**config.mk**
```make
export PLATFORM = sky130hd
export DESIGN_NAME = wdt_top
export DESIGN_NICKNAME = d
export VERILOG_FILES = /design/src/core/wdt_pkg.sv /design/src/core/wdt_prescaler.sv /design/src/core/wdt_top.sv /design/src/core/wdt_update_sync.sv
export SDC_FILE = /design/constraint.sdc
export NUM_CORES = 1
export LEC_CHECK = 0
export BUFFER_PORTS_ARGS = -buffer_cell sky130_fd_sc_hd__clkbuf_2
export CAP_MARGIN = 20
export CORE_MARGIN = 1.5
export CORE_UTILIZATION = 33
export DETAILED_ROUTE_END_ITERATION = 10
export GPL_TIMING_DRIVEN = 0
export PLACE_DENSITY_LB_ADDON = 0.15
export SLEW_MARGIN = 20
export SYNTH_ARGS = -nofsm -noshare
export SYNTH_HDL_FRONTEND = slang
export SYNTH_HIERARCHICAL = 1
export SYNTH_SLANG_ARGS = --single-unit
```
**constraint.sdc**
```tcl
create_clock -name CLK -period 5.69 [get_ports CLK]
set_input_delay 0.8535 -clock CLK [delete_from_list [all_inputs] [get_ports CLK]]
set_output_delay 0.8535 -clock CLK [all_outputs]
set_load 0.005 [all_outputs]
```
**src/core/wdt_pkg.sv**
```systemverilog
// Purpose: shared constants and types for the standalone watchdog
// Assumes: 32-bit register port, byte addresses, 16-bit registers in the low half
// Notes:   slow oscillator nominally 128 kHz, sampled as a level on CLK
package wdt_pkg;

   // register map (byte addresses)
   localparam logic [31:0] KEY_ADDR       = 32'h4000_3000;
   localparam logic [31:0] DIVIDER_ADDR   = 32'h4000_3004;
   localparam logic [31:0] RELOAD_ADDR    = 32'h4000_3008;
   localparam logic [31:0] STATUS_ADDR    = 32'h4000_300c;

   // key values
   localparam logic [15:0] KEY_FEED       = 16'haaaa;
   localparam logic [15:0] KEY_UNLOCK     = 16'h5555;
   localparam logic [15:0] KEY_START      = 16'hcccc;

   // field layout and reset values
   localparam int          CNT_W          = 12;
   localparam int          DIV_W          = 3;
   localparam logic [11:0] RELOAD_RESET   = 12'hfff;
   localparam logic [11:0] DIVIDER_RESET  = 12'h000;
   localparam int          STAT_DIV_BIT   = 0;
   localparam int          STAT_RELOAD_BIT = 1;

   // slow-clock ticks an update takes to settle (limit is 5)
   localparam logic [2:0]  SYNC_TICKS     = 3'h3;
   localparam int          SYNC_LIMIT     = 5;
   localparam int          SLOW_OSC_KHZ   = 128;

   typedef struct packed {
      logic [31:0] addr;
      logic [31:0] wdata;
      logic        wr;
      logic        rd;
   } reg_req_type;

   typedef enum logic [1:0] {ST_IDLE, ST_RUN, ST_FIRED} mode_type;

   typedef struct packed {
      mode_type    mode;
      logic        unlocked;
      logic [11:0] count;
      logic        slow_prev;
      logic        cause_flag;
      logic [31:0] rdata;
   } main_state_type;

   typedef struct packed {
      logic        busy;
      logic [2:0]  ticks;
      logic [11:0] shadow;
      logic [11:0] applied;
   } pend_state_type;

   typedef struct packed {
      logic [7:0]  cnt;
      logic        tick;
   } presc_state_type;

endpackage : wdt_pkg

```
**src/core/wdt_prescaler.sv**
```systemverilog
// Purpose: divides slow-oscillator ticks into counting ticks
// Assumes: slow_tick is a one-cycle pulse per slow-oscillator period
// Notes:   count_tick is a registered one-cycle pulse
`timescale 1ns/1ps
module wdt_prescaler
   import wdt_pkg::*;
(
   // clock and reset
   input  wire logic             clk,
   input  wire logic             rst,
   // slow ticks in, divided ticks out
   input  wire logic             slow_tick,
   input  wire logic [DIV_W-1:0] code,
   output logic                  count_tick
);

   presc_state_type st_q;
   presc_state_type st_d;

   function automatic logic [8:0] div_of(input logic [2:0] c);
      div_of = (c == 3'h7) ? 9'h100 : (9'h004 << c);
   endfunction : div_of

   always_comb begin
      st_d      = st_q;
      st_d.tick = 1'b0;
      if (slow_tick) begin
         // greater-or-equal keeps a shrinking divider from overrunning
         if ({1'b0, st_q.cnt} >= (div_of(code) - 9'h001)) begin
            st_d.cnt  = 8'h00;
            st_d.tick = 1'b1;
         end else begin
            st_d.cnt = st_q.cnt + 8'h01;
         end
      end
   end

   always_ff @(posedge clk) begin
      if (rst) begin
         st_q <= '0;
      end else begin
         st_q <= st_d;
      end
   end

   assign count_tick = st_q.tick;
endmodule : wdt_prescaler

```
**src/core/wdt_top.sv**
```systemverilog
// Purpose: standalone watchdog, 12-bit down counter on a divided slow oscillator
// Assumes: all inputs synchronous to CLK; SLOW_OSC is a level sampled on CLK
// Notes:   reset request holds until SYS_RST; cause flag survives SYS_RST
//
// Implementation choice: the plain strobed port.
`timescale 1ns/1ps
module wdt_top
   import wdt_pkg::*;
(
   // clock and reset
   input  wire logic        CLK,
   input  wire logic        SYS_RST,
   input  wire logic        POWER_ON_RST,
   // register port
   input  wire logic [31:0] REG_ADDR,
   input  wire logic [31:0] REG_WDATA,
   input  wire logic        REG_WR,
   input  wire logic        REG_RD,
   output logic [31:0]      REG_RDATA,
   // slow oscillator
   input  wire logic        SLOW_OSC,
   input  wire logic        SLOW_OSC_READY,
   // system controls
   input  wire logic        HARDWARE_START_OPTION,
   input  wire logic        DEBUG_HALT,
   input  wire logic        DEBUG_FREEZE_SEL,
   input  wire logic        RESET_FLAG_CLEAR,
   // results
   output logic             WDT_RESET_REQ,
   output logic             WDT_RUNNING,
   output logic             WATCHDOG_RESET_CAUSE_FLAG
);

   localparam main_state_type MAIN_RESET = '{
      mode:       ST_IDLE,
      unlocked:   1'b0,
      count:      RELOAD_RESET,
      slow_prev:  1'b0,
      cause_flag: 1'b0,
      rdata:      32'h0000_0000
   };

   main_state_type st_q;
   main_state_type st_d;
   reg_req_type    req;

   logic        slow_tick;
   logic        count_tick;
   logic        frozen;
   logic        key_wr;
   logic [15:0] key_val;
   logic        div_load;
   logic        reload_load;
   logic        div_busy;
   logic        reload_busy;
   logic [11:0] div_shadow;
   logic [11:0] div_applied;
   logic [11:0] reload_shadow;
   logic [11:0] reload_applied;

   assign req = '{addr: REG_ADDR, wdata: REG_WDATA, wr: REG_WR, rd: REG_RD};

   function automatic logic hit(input reg_req_type r, input logic [31:0] a);
      hit = (r.addr == a);
   endfunction : hit

   // rising edge of the sampled slow oscillator, only once it is stable
   assign slow_tick = SLOW_OSC & ~st_q.slow_prev & SLOW_OSC_READY;

   assign frozen  = DEBUG_HALT & DEBUG_FREEZE_SEL;
   assign key_wr  = req.wr & hit(req, KEY_ADDR);
   assign key_val = req.wdata[15:0];

   // writes need the unlock and no update in flight
   assign div_load    = req.wr & hit(req, DIVIDER_ADDR) & st_q.unlocked
                        & ~div_busy;
   assign reload_load = req.wr & hit(req, RELOAD_ADDR) & st_q.unlocked
                        & ~reload_busy;

   wdt_prescaler u_prescaler (
      .clk        (CLK),
      .rst        (SYS_RST),
      .slow_tick  (slow_tick),
      .code       (div_applied[DIV_W-1:0]),
      .count_tick (count_tick)
   );

   wdt_update_sync #(
      .INIT (DIVIDER_RESET)
   ) u_div_sync (
      .clk        (CLK),
      .rst        (SYS_RST),
      .slow_tick  (slow_tick),
      .load       (div_load),
      .load_value ({9'h000, req.wdata[DIV_W-1:0]}),
      .busy       (div_busy),
      .shadow     (div_shadow),
      .applied    (div_applied)
   );

   wdt_update_sync #(
      .INIT (RELOAD_RESET)
   ) u_reload_sync (
      .clk        (CLK),
      .rst        (SYS_RST),
      .slow_tick  (slow_tick),
      .load       (reload_load),
      .load_value (req.wdata[CNT_W-1:0]),
      .busy       (reload_busy),
      .shadow     (reload_shadow),
      .applied    (reload_applied)
   );

   always_comb begin
      st_d           = st_q;
      st_d.rdata     = 32'h0000_0000;
      st_d.slow_prev = SLOW_OSC;

      // key register: only the three keys act
      if (key_wr) begin
         case (key_val)
            KEY_UNLOCK: st_d.unlocked = 1'b1;
            KEY_FEED:   st_d.unlocked = 1'b0;
            KEY_START:  st_d.unlocked = 1'b0;
            default:    st_d.unlocked = st_q.unlocked;
         endcase
      end

      case (st_q.mode)
         ST_IDLE: begin
            if (HARDWARE_START_OPTION
                || (key_wr && key_val == KEY_START)) begin
               st_d.mode  = ST_RUN;
               st_d.count = reload_applied;
            end
         end
         ST_RUN: begin
            if (key_wr && key_val == KEY_FEED) begin
               st_d.count = reload_applied;
            end else if (count_tick && !frozen) begin
               if (st_q.count == 12'h000) begin
                  st_d.mode = ST_FIRED;
               end else begin
                  st_d.count = st_q.count - 12'h001;
               end
            end
         end
         ST_FIRED: begin
            st_d.mode = ST_FIRED;
         end
         default: begin
            st_d.mode = ST_IDLE;
         end
      endcase

      // cause flag: a new firing wins over a clear in the same cycle
      if (POWER_ON_RST) begin
         st_d.cause_flag = 1'b0;
      end else if (st_q.mode == ST_FIRED) begin
         st_d.cause_flag = 1'b1;
      end else if (RESET_FLAG_CLEAR) begin
         st_d.cause_flag = 1'b0;
      end

      // read data, reserved bits zero, key register reads zero
      if (req.rd) begin
         if (hit(req, DIVIDER_ADDR)) begin
            st_d.rdata = {29'h0, div_shadow[DIV_W-1:0]};
         end else if (hit(req, RELOAD_ADDR)) begin
            st_d.rdata = {20'h0, reload_shadow};
         end else if (hit(req, STATUS_ADDR)) begin
            st_d.rdata = {30'h0, reload_busy, div_busy};
         end else begin
            st_d.rdata = 32'h0000_0000;
         end
      end
   end

   always_ff @(posedge CLK) begin
      if (SYS_RST) begin
         st_q            <= MAIN_RESET;
         st_q.cause_flag <= st_d.cause_flag;
      end else begin
         st_q <= st_d;
      end
   end

   assign REG_RDATA                 = st_q.rdata;
   assign WDT_RESET_REQ             = (st_q.mode == ST_FIRED);
   assign WDT_RUNNING               = (st_q.mode != ST_IDLE);
   assign WATCHDOG_RESET_CAUSE_FLAG = st_q.cause_flag;
endmodule : wdt_top

```
**src/core/wdt_update_sync.sv**
```systemverilog
// Purpose: holds a written value and applies it to the counting side after settling
// Assumes: load is only raised while busy is low
// Notes:   busy is the pending flag shown in the status register
`timescale 1ns/1ps
module wdt_update_sync
   import wdt_pkg::*;
#(
   parameter logic [11:0] INIT = 12'h000
) (
   // clock and reset
   input  wire logic        clk,
   input  wire logic        rst,
   // slow ticks drive the settling
   input  wire logic        slow_tick,
   // new value from software
   input  wire logic        load,
   input  wire logic [11:0] load_value,
   // state
   output logic             busy,
   output logic [11:0]      shadow,
   output logic [11:0]      applied
);

   pend_state_type st_q;
   pend_state_type st_d;

   always_comb begin
      st_d = st_q;
      if (load) begin
         st_d.busy   = 1'b1;
         st_d.ticks  = 3'h0;
         st_d.shadow = load_value;
      end else if (st_q.busy && slow_tick) begin
         // completes on slow ticks alone, whatever the system does
         if (st_q.ticks == (SYNC_TICKS - 3'h1)) begin
            st_d.busy    = 1'b0;
            st_d.applied = st_q.shadow;
         end else begin
            st_d.ticks = st_q.ticks + 3'h1;
         end
      end
   end

   always_ff @(posedge clk) begin
      if (rst) begin
         st_q <= '{busy: 1'b0, ticks: 3'h0, shadow: INIT, applied: INIT};
      end else begin
         st_q <= st_d;
      end
   end

   assign busy    = st_q.busy;
   assign shadow  = st_q.shadow;
   assign applied = st_q.applied;
endmodule : wdt_update_sync

```
# == Yosys cells after proc, flatten, opt, wreduce, memory -nomap -nowiden ==
# Index checks and enable logic that the tools add are counted.
# word_totals
regBits,96
input_bits,75
word_cells,122
# op_classes
addsub,5
order_cmp,1
eq_ne,18
n_shift,1
mux,28
n_bitwise,19
reduce_logical,32
# op_table
operator,n
$eq 32x31->1 const B,4
$mux 12,6
$eq 16x16->1 const B,2
$pmux 12 s2,1
$eq 16x15->1 const B,1
$mux 4,4
$reduce_bool 2->1,7
$logic_not 12->1,1
$sub 12x1->12 const B,1
$and 1x1->1,10
$mux 2,5
$reduce_and 2->1,5
$reduce_or 2->1,5
$ge 8x9->1,1
$mux 9,1
$not 1->1,9
$shl 3x3->9 const A,1
$sub 9x1->9 const B,1
$add 8x1->8 const B,1
$mux 8,1
$ne 2x2->1 const B,4
$reduce_and 4->1,2
$add 3x1->3 const B,2
$eq 3x2->1 const B,2
other kinds (15),27

# == Logic depth before layout (Yosys ltp) ==
# Gate-level depths: netlist of the first run.
# logic_depth
depth_word,6
mapped_depth,11

# == Hierarchy ==
# The synthesis of the first run kept the hierarchy.
# by_module_without_submodules
mod,instances,cells_each,area_each_um2
wdt_top,1,242,2122.0
wdt_update_sync at u_div_sync,1,137,1362.6
wdt_update_sync at u_reload_sync,1,129,1248.7
wdt_prescaler,1,63,585.6

# == Worst setup path before layout of the first run ==
# Ideal clock, no wire load.
# synth_timing
path_kind,input -> register
start,input REG_ADDR[14]
end,register u_reload_sync.st_q (netlist bit u_reload_sync/applied[0])
arrival_time_ns,2.512
required_ns,5.571
path_slack_ns,3.058
cell_stages,10
path_buffers,3
cell_sequence,and4bb_2 -> and4_1 -> and2_1 -> buf_4 -> nand2_1 -> nor3_1 -> buf_4 -> or3_4 -> buf_6 -> o2bb2ai_2
# synth_between
elab_chain_cells,6
# synth_lines
element,line_no,text
"start, declared",wdt_top.sv:15,"input wire logic [31:0] REG_ADDR,"
$eq 32x31->1,wdt_top.sv:64,hit = (r.addr == a);
$and 1x1->1 (2 in a row),wdt_top.sv:77,"assign reload_load = req.wr & hit(req, RELOAD_ADDR) & st_q.unlocked"
$and 1x1->1,wdt_top.sv:78,& ~reload_busy;
named net reload_load,wdt_top.sv:53,logic reload_load;
$not 1->1 (no source line),n/a,
$reduce_and 3->1 (no source line),n/a,
"end signal, assigned",wdt_update_sync.sv:46,"st_q <= '{busy: 1'b0, ticks: 3'h0, shadow: INIT, applied: INIT};"
"end signal, assigned",wdt_update_sync.sv:48,st_q <= st_d;
"end, declared",wdt_update_sync.sv:24,pend_state_type st_q;
# The timed path passes the listed nets, and every way through them passes these cells.
# A chain may end at the register's enable or synchronous reset.

# == Worst setup path after layout of the first run ==
# layout_timing
start,input REG_ADDR[9]
end,register u_reload_sync.st_q (netlist bit u_reload_sync/applied[0])
# Same word-level chain as after synthesis.

==> metrics.csv, run 1 <==
stage,metric,value,unit
clock_tree,clock root buffer master,sky130_fd_sc_hd__clkbuf_16,
worst_setup_path,crit path launch,REG_ADDR[9],
clock_tree,"Reg clk slew, reported paths",0.06,ns
clock_tree,setup fix buffers added after clock tree synthesis,0,
clock_tree,clock buffer depth,2,
drt,Avg Vias per Cell,4.74,
worst_setup_path,internal reg-to-reg setup slack,3.54,ns
run_status,status,finished clean,
die,Die H,120,µm
die,die width,120,µm
worst_setup_path,terminus of the critical flop-to-flop path,st_q[40],
layout,fraction of final layout cells sized beyond drive strength 1,36.2,%
sta,RSZ-0062 raised after global routing,false,
global_routing,gr usage total,15.4,%
worst_setup_path,Setup crit end,u_reload_sync/applied[0],
layout,Final Net Count,683,
drt,Antenna Nets Post-Route,0,
clock_tree,number of buffers inserted during clock tree synthesis,9,
sta,final number of setup-violating endpoints,0,
sta,count of final max-slew check failures,0,
worst_setup_path,endpoint kind of the worst setup timing path,flip-flop,
global_routing,maximum number of pins on one net before global-route repair,16,
sta,final hold violation count,0,
worst_setup_path,FF-to-FF Start,st_q[34],
sta,slew at the pin with the worst max-slew slack,0.733,ns
layout,layout overhead on the synthesized area,20.8,%
die,I/O pin count,110,
worst_setup_path,Worst Path Buf+Inv,5,
worst_setup_path,worst path required time,5.92,ns
pwr,Static Leak,2.17,nW
sta,clock skew after layout,0.00614,ns
pwr,power density over the cells,253,nW/µm²
clock_tree,clock tree from TritonCTS,done,
placed_design,quantity of I/O buffers inserted on ports,72,
worst_setup_path,crit-path most repeated cell,sky130_fd_sc_hd__buf_4,
global_routing,Overflow after GRT,0,
worst_setup_path,largest driver fanout on the critical path,10,
sta,Total Neg Setup Slack,0,ns
layout,"leading cell types in the layout, fill and taps excluded","sky130_fd_sc_hd__dfxtp_1 (76), sky130_fd_sc_hd__clkbuf_2 (72), sky130_fd_sc_hd__buf_4 (65)",
die,row count,42,
worst_setup_path,critical path start-end classification,in -> reg,
worst_setup_path,series of cell instances along the critical path,clkbuf_2 > nor4_2 > and4_1 > and2_1 > buf_4 > nand2_1 > nor3_1 > buf_4 > inv_2 > buf_2 > a21oi_1 > o2bb2ai_2,
layout,most common library cell in the layout ignoring fill and taps,sky130_fd_sc_hd__dfxtp_1,
global_routing,via count of the first global-routing pass,3466,
worst_setup_path,"Max stage delay cell, worst path",sky130_fd_sc_hd__nor4_2,
drt,DR WL/cell,13.7,µm
worst_setup_path,r2r worst-path depth,8,
die,initial core utilization,33.8,%
layout,fill cell total of the finished layout,1361,
drt,count of unresolved DRC violations after routing,0,
drt,via count,3666,
yosys,post-synthesis instance total,490,
global_routing,initial antenna violation count,0,
sta,Fmax achieved,0.372,GHz
yosys,Yosys warning count,6,
drt,initial DRC count,117,
worst_setup_path,family with the most delay on the worst path,simple AND/OR/NAND/NOR gates,
drt,wire length reported by the detailed router,10.6,mm
sta,Final Hold Slack,0.469,ns
worst_setup_path,delay contributed by the slowest stage of the critical path,0.29,ns
clock_tree,hold_buf cts,0,
hold_path,class of the most critical hold timing path,reg -> reg,
die,core area,13300,µm²
layout,Ant. Diodes,0,
sta,headroom to the max-slew limit,50.9,%
clock_tree,Resized cells post-CTS,0,
drt,count of TritonRoute iterations in the first routing pass,4,
job,max-capacitance violation count,0,
sta,time the worst path needs with I/O delays and setup,2.69,ns
worst_setup_path,CP Launch Type,input pin,
placed_design,DPL Wire Length,8.43,mm
placed_design,routability cong.,0.813,
clock_tree,number of H-tree branching levels,3,
yosys,mapped cell area,4500,µm²
yosys,per-instance average area after synthesis,9.18,µm²
die,full die area,14300,µm²
global_routing,wire length of the first global-routing pass,17.3,mm
worst_setup_path,number of cells on the critical path,12,
worst_setup_path,arrival time of the worst setup path,2.91,ns
sta,final worst-path cycle share,47.2,%
clock_tree,clock latency on the worst-skew pair,0.34,ns
clock_tree,clock sink count,76,
pwr,Peak VDD IR,0.119,mV
[metal layers]
| layer | global-route usage, % | vias to the layer above | share of wire (%) |
|---|---|---|---|
| met3 | 2.61 | 17 | 5.2 |
| met2 | 24.0 | 108 | 44 |
| met5 | 0 | - | 0 |
| li1 | - | 1881 | - |
| met4 | 6.85 | 0 | 2.2 |
| met1 | 20.8 | 1660 | 49 |
[where the power goes]
part / internal [mW] / leakage [nW] / total [mW] / switching [mW]
sequential: 0.546 / 0.615 / 0.561 / 0.0147
combinational: 0.105 / 1.42 / 0.264 / 0.159
clock: 0.301 / 0.130 / 0.549 / 0.248
total: 0.953 / 2.17 / 1.37 / 0.421
[worst min-delay path by stage]
stage / startpoint / to / slack [ns] / cells past startpoint
floorplan: u_reload_sync/applied[3] / u_reload_sync/applied[3] / 0.43 / 1
global route: u_reload_sync/applied[11] / u_reload_sync/applied[11] / 0.49 / 1
finish: u_reload_sync/applied[3] / u_reload_sync/applied[3] / 0.47 / 1
detailed placement: u_reload_sync/applied[3] / u_reload_sync/applied[3] / 0.46 / 1
CTS: u_reload_sync/applied[3] / u_reload_sync/applied[3] / 0.48 / 1
global placement: u_reload_sync/applied[4] / u_reload_sync/applied[4] / 0.46 / 1
[cell type report]
class                      instances  area [µm²]  share of cell area (%)
buffer                            86         611                    11.2
inverter                          16        60.1                    1.11
clock inverter                     7        60.1                    1.11
timing repair buffer              72         360                    6.63
multi-input combinational        331        2380                    43.7
clock buffer                       9         225                    4.14
sequential                        76        1520                    28.0
tap                              176         220                    4.05
[registers in the layout, indices dropped and copies added, names as in the netlist]
| name | flops |
|---|---|
| u_div_sync/applied | 3 |
| u_reload_sync/st_q | 3 |
| u_div_sync/shadow | 3 |
| u_reload_sync/applied | 12 |
| u_prescaler/st_q | 8 |
| u_div_sync/st_q | 3 |
| u_reload_sync/shadow | 12 |
| WATCHDOG_RESET_CAUSE_FLAG | 1 |
| u_prescaler/count_tick | 1 |
| u_div_sync/busy | 1 |
| st_q | 16 |
| u_reload_sync/busy | 1 |
| REG_RDATA | 12 |
[through the flow]
stage	area (µm²)	utilization (%)	setup WS, ns	cells	power (mW)
2_1_floorplan	4570	-	3.06	509	0.752
3_3_place_gp	5150	38.7	2.70	757	0.832
3_5_place_dp	5150	38.7	2.67	757	0.835
4_1_cts	5430	40.9	3.03	773	1.39
5_1_grt	5430	40.9	2.83	773	1.44
6_report	5430	40.9	3.00	773	1.37
[worst register-to-register path, stage by stage (launching register included)]
cell and delay [ns]:
sky130_fd_sc_hd__dfxtp_1 0.36, sky130_fd_sc_hd__inv_1 0.10, sky130_fd_sc_hd__ha_1 0.20, sky130_fd_sc_hd__nor4b_2 0.18
sky130_fd_sc_hd__a31oi_4 0.36, sky130_fd_sc_hd__nand3_2 0.14, sky130_fd_sc_hd__or3_1 0.36, sky130_fd_sc_hd__o22a_1 0.19
sky130_fd_sc_hd__o32a_1 0.17
Power figures use the tool's default switching activity.
==> run 2: changes to the inputs <==
Settings changed: ABC_AREA set to 1.
Clock period 5.69 ns to 2.47 ns, I/O delays scaled along.
==> metrics.csv, run 2 <==
stage,metric,value,unit,change
run_status,status,finished clean,,
worst_setup_path,family with the most delay on the worst path,simple AND/OR/NAND/NOR gates,,
pwr,Peak VDD IR,0.457,mV,+290%
worst_setup_path,crit-path most repeated cell,sky130_fd_sc_hd__nand2_1,,
job,max-capacitance violation count,0,,unchanged
clock_tree,clock sink count,76,,unchanged
die,initial core utilization,33.9,%,+0.11 points
sta,RSZ-0062 raised after global routing,false,,
layout,Top reg by flops,st_q,,
global_routing,Overflow after GRT,0,,unchanged
drt,Antenna Nets Post-Route,0,,unchanged
sta,count of final max-slew check failures,0,,unchanged
layout,"number of standard cells in the layout, taps in and fillers out",983,,+27%
layout,flip-flop count of the largest register after layout,16,,unchanged
clock_tree,clock buffer depth,2,,unchanged
die,full die area,15000,µm²,+4.6%
pwr,total power,3.58,mW,+160%
yosys,Yosys warning count,6,,unchanged
worst_setup_path,CP Launch Type,input pin,,
drt,wire length reported by the detailed router,10.2,mm,-3.6%
worst_setup_path,critical path start-end classification,in -> reg,,
die,die width,122,µm,+2.3%
layout,fill cell total of the finished layout,1489,,+9.4%
drt,via count,4246,,+16%
layout,fraction of final layout cells sized beyond drive strength 1,26.0,%,-10 points
layout,layout overhead on the synthesized area,20.4,%,
layout,"leading cell types in the layout, fill and taps excluded","sky130_fd_sc_hd__nand2_1 (201), sky130_fd_sc_hd__nor2_1 (101), sky130_fd_sc_hd__dfxtp_1 (76)",,
pwr,Static Leak,3.12,nW,+44%
layout,Final Net Count,889,,+30%
clock_tree,"Reg clk slew, reported paths",0.06,ns,about the same
clock_tree,clock tree from TritonCTS,done,,
layout,Ant. Diodes,0,,unchanged
global_routing,initial antenna violation count,0,,unchanged
global_routing,maximum number of pins on one net before global-route repair,16,,unchanged
worst_setup_path,delay contributed by the slowest stage of the critical path,0.45,ns,+0.16 ns
drt,Avg Vias per Cell,4.32,,-8.9%
drt,count of TritonRoute iterations in the first routing pass,4,,unchanged
yosys,per-instance average area after synthesis,6.78,µm²,-26%
placed_design,routability cong.,0.851,,+4.7%
placed_design,quantity of I/O buffers inserted on ports,73,,+1.4%
global_routing,via count of the first global-routing pass,4179,,+21%
die,core area,13900,µm²,+4.4%
global_routing,gr usage total,15.0,%,-0.34 points
worst_setup_path,worst path required time,2.71,ns,-3.21 ns
worst_setup_path,series of cell instances along the critical path,clkbuf_2 > inv_2 > nand2_1 > nor2_2 > nand2_4 > nor4_4 > inv_1 > nor4_2 > inv_2 > buf_6 > nand2_1 > nand2_1 > nand2_1 > nand2_1,,
placed_design,DPL Wire Length,8.12,mm,-3.6%
die,row count,43,,+2.4%
placed_design,DP Cell Count,967,,+28%
worst_setup_path,"Max stage delay cell, worst path",sky130_fd_sc_hd__nor4_2,,
die,I/O pin count,110,,unchanged
sta,headroom to the max-slew limit,51.4,%,+0.50 points
die,Die H,122,µm,+2.3%
sta,final number of setup-violating endpoints,0,,unchanged
sta,time the worst path needs with I/O delays and setup,2.10,ns,
layout,most common library cell in the layout ignoring fill and taps,sky130_fd_sc_hd__nand2_1,,
clock_tree,setup fix buffers added after clock tree synthesis,0,,unchanged
clock_tree,clock latency on the worst-skew pair,0.35,ns,about the same
sta,Fmax achieved,0.476,GHz,
drt,count of unresolved DRC violations after routing,0,,unchanged
worst_setup_path,endpoint kind of the worst setup timing path,flip-flop,,
clock_tree,number of H-tree branching levels,3,,unchanged
global_routing,wire length of the first global-routing pass,17.9,mm,+3.7%
pwr,power density over the cells,631,nW/µm²,+150%
clock_tree,clock root buffer master,sky130_fd_sc_hd__clkbuf_16,,
yosys,mapped cell area,4710,µm²,+4.7%
worst_setup_path,arrival time of the worst setup path,2.35,ns,-0.56 ns
yosys,post-synthesis instance total,695,,+42%
worst_setup_path,Worst Path Buf+Inv,5,,unchanged
drt,DR WL/cell,10.4,µm,-24%
drt,initial DRC count,149,,+27%
sta,slew at the pin with the worst max-slew slack,0.722,ns,-0.0108 ns
hold_path,class of the most critical hold timing path,in -> reg,,
worst_setup_path,largest driver fanout on the critical path,10,,unchanged
sta,clock skew after layout,0.00679,ns,+0.000645 ns
sta,final worst-path cycle share,85.1,%,
clock_tree,number of buffers inserted during clock tree synthesis,9,,unchanged
sta,final hold violation count,0,,unchanged
## run 2: worst register-to-register path, stage by stage (launching register included)
cell and delay, ns:
sky130_fd_sc_hd__dfxtp_1 0.36, sky130_fd_sc_hd__nor3_1 0.33, sky130_fd_sc_hd__nand4_1 0.13, sky130_fd_sc_hd__nor2_1 0.17, sky130_fd_sc_hd__nand2_1 0.07, sky130_fd_sc_hd__nand2_1 0.09
sky130_fd_sc_hd__nand2_2 0.08, sky130_fd_sc_hd__buf_4 0.19, sky130_fd_sc_hd__nand3_1 0.09, sky130_fd_sc_hd__nand3_1 0.08
## run 2: timing repair
item | in CTS | in global routing
setup endpoints to repair | 0 | 20
hold buffers | 0 | 0
hold endpoints to repair | 0 | 0
resized for setup | 0 | 1
## run 2: final timing paths
| check | from | end | slack (ns) | cells past startpoint |
|---|---|---|---|---|
| min | POWER_ON_RST | WATCHDOG_RESET_CAUSE_FLAG | 0.18 | 2 |
| min reg2reg | u_reload_sync/applied[11] | u_reload_sync/applied[11] | 0.45 | 2 |
| max | REG_ADDR[4] | u_reload_sync/applied[4] | 0.37 | 14 |
| max reg2reg | st_q[42] | st_q[40] | 0.75 | 9 |
## run 2: area by class of cell
class / instances / area, µm² / share of cell area, %
clock inverter: 7 / 60.1 / 1.06
buffer: 85 / 626 / 11.0
inverter: 74 / 305 / 5.39
multi-input combinational: 479 / 2340 / 41.3
sequential: 76 / 1520 / 26.8
clock buffer: 9 / 225 / 3.97
timing repair buffer: 73 / 365 / 6.44
tap: 180 / 225 / 3.97
## run 2: metal layers
layer	vias to the layer above	track usage, %	share of wire, %
met3	12	3.62	2.9
met2	51	27.7	51
met5	-	0	0
li1	2273	-	-
met1	1910	16.4	44
met4	0	6.18	1.5
## run 2: per-stage QoR
stage          area [µm²]  setup TNS, ns  setup WS (ns)  utilization [%]  hold WS [ns]
6_report             5670              0          0.367             40.8         0.180
5_1_grt              5670              0          0.111             40.8         0.175
3_5_place_dp         5380          -4.59         -0.291             38.7         0.444
2_1_floorplan        4780              0          0.177                -         0.427
3_3_place_gp         5370          -7.03         -0.307             38.7         0.445
4_1_cts              5660              0         0.0791             40.8         0.166
## run 2: power breakdown
| group | switching, mW | total [mW] | internal [mW] |
|---|---|---|---|
| logic | 0.553 | 0.942 | 0.389 |
| registers | 0.0740 | 1.38 | 1.31 |
| clock network | 0.563 | 1.26 | 0.694 |
| total | 1.19 | 3.58 | 2.39 |
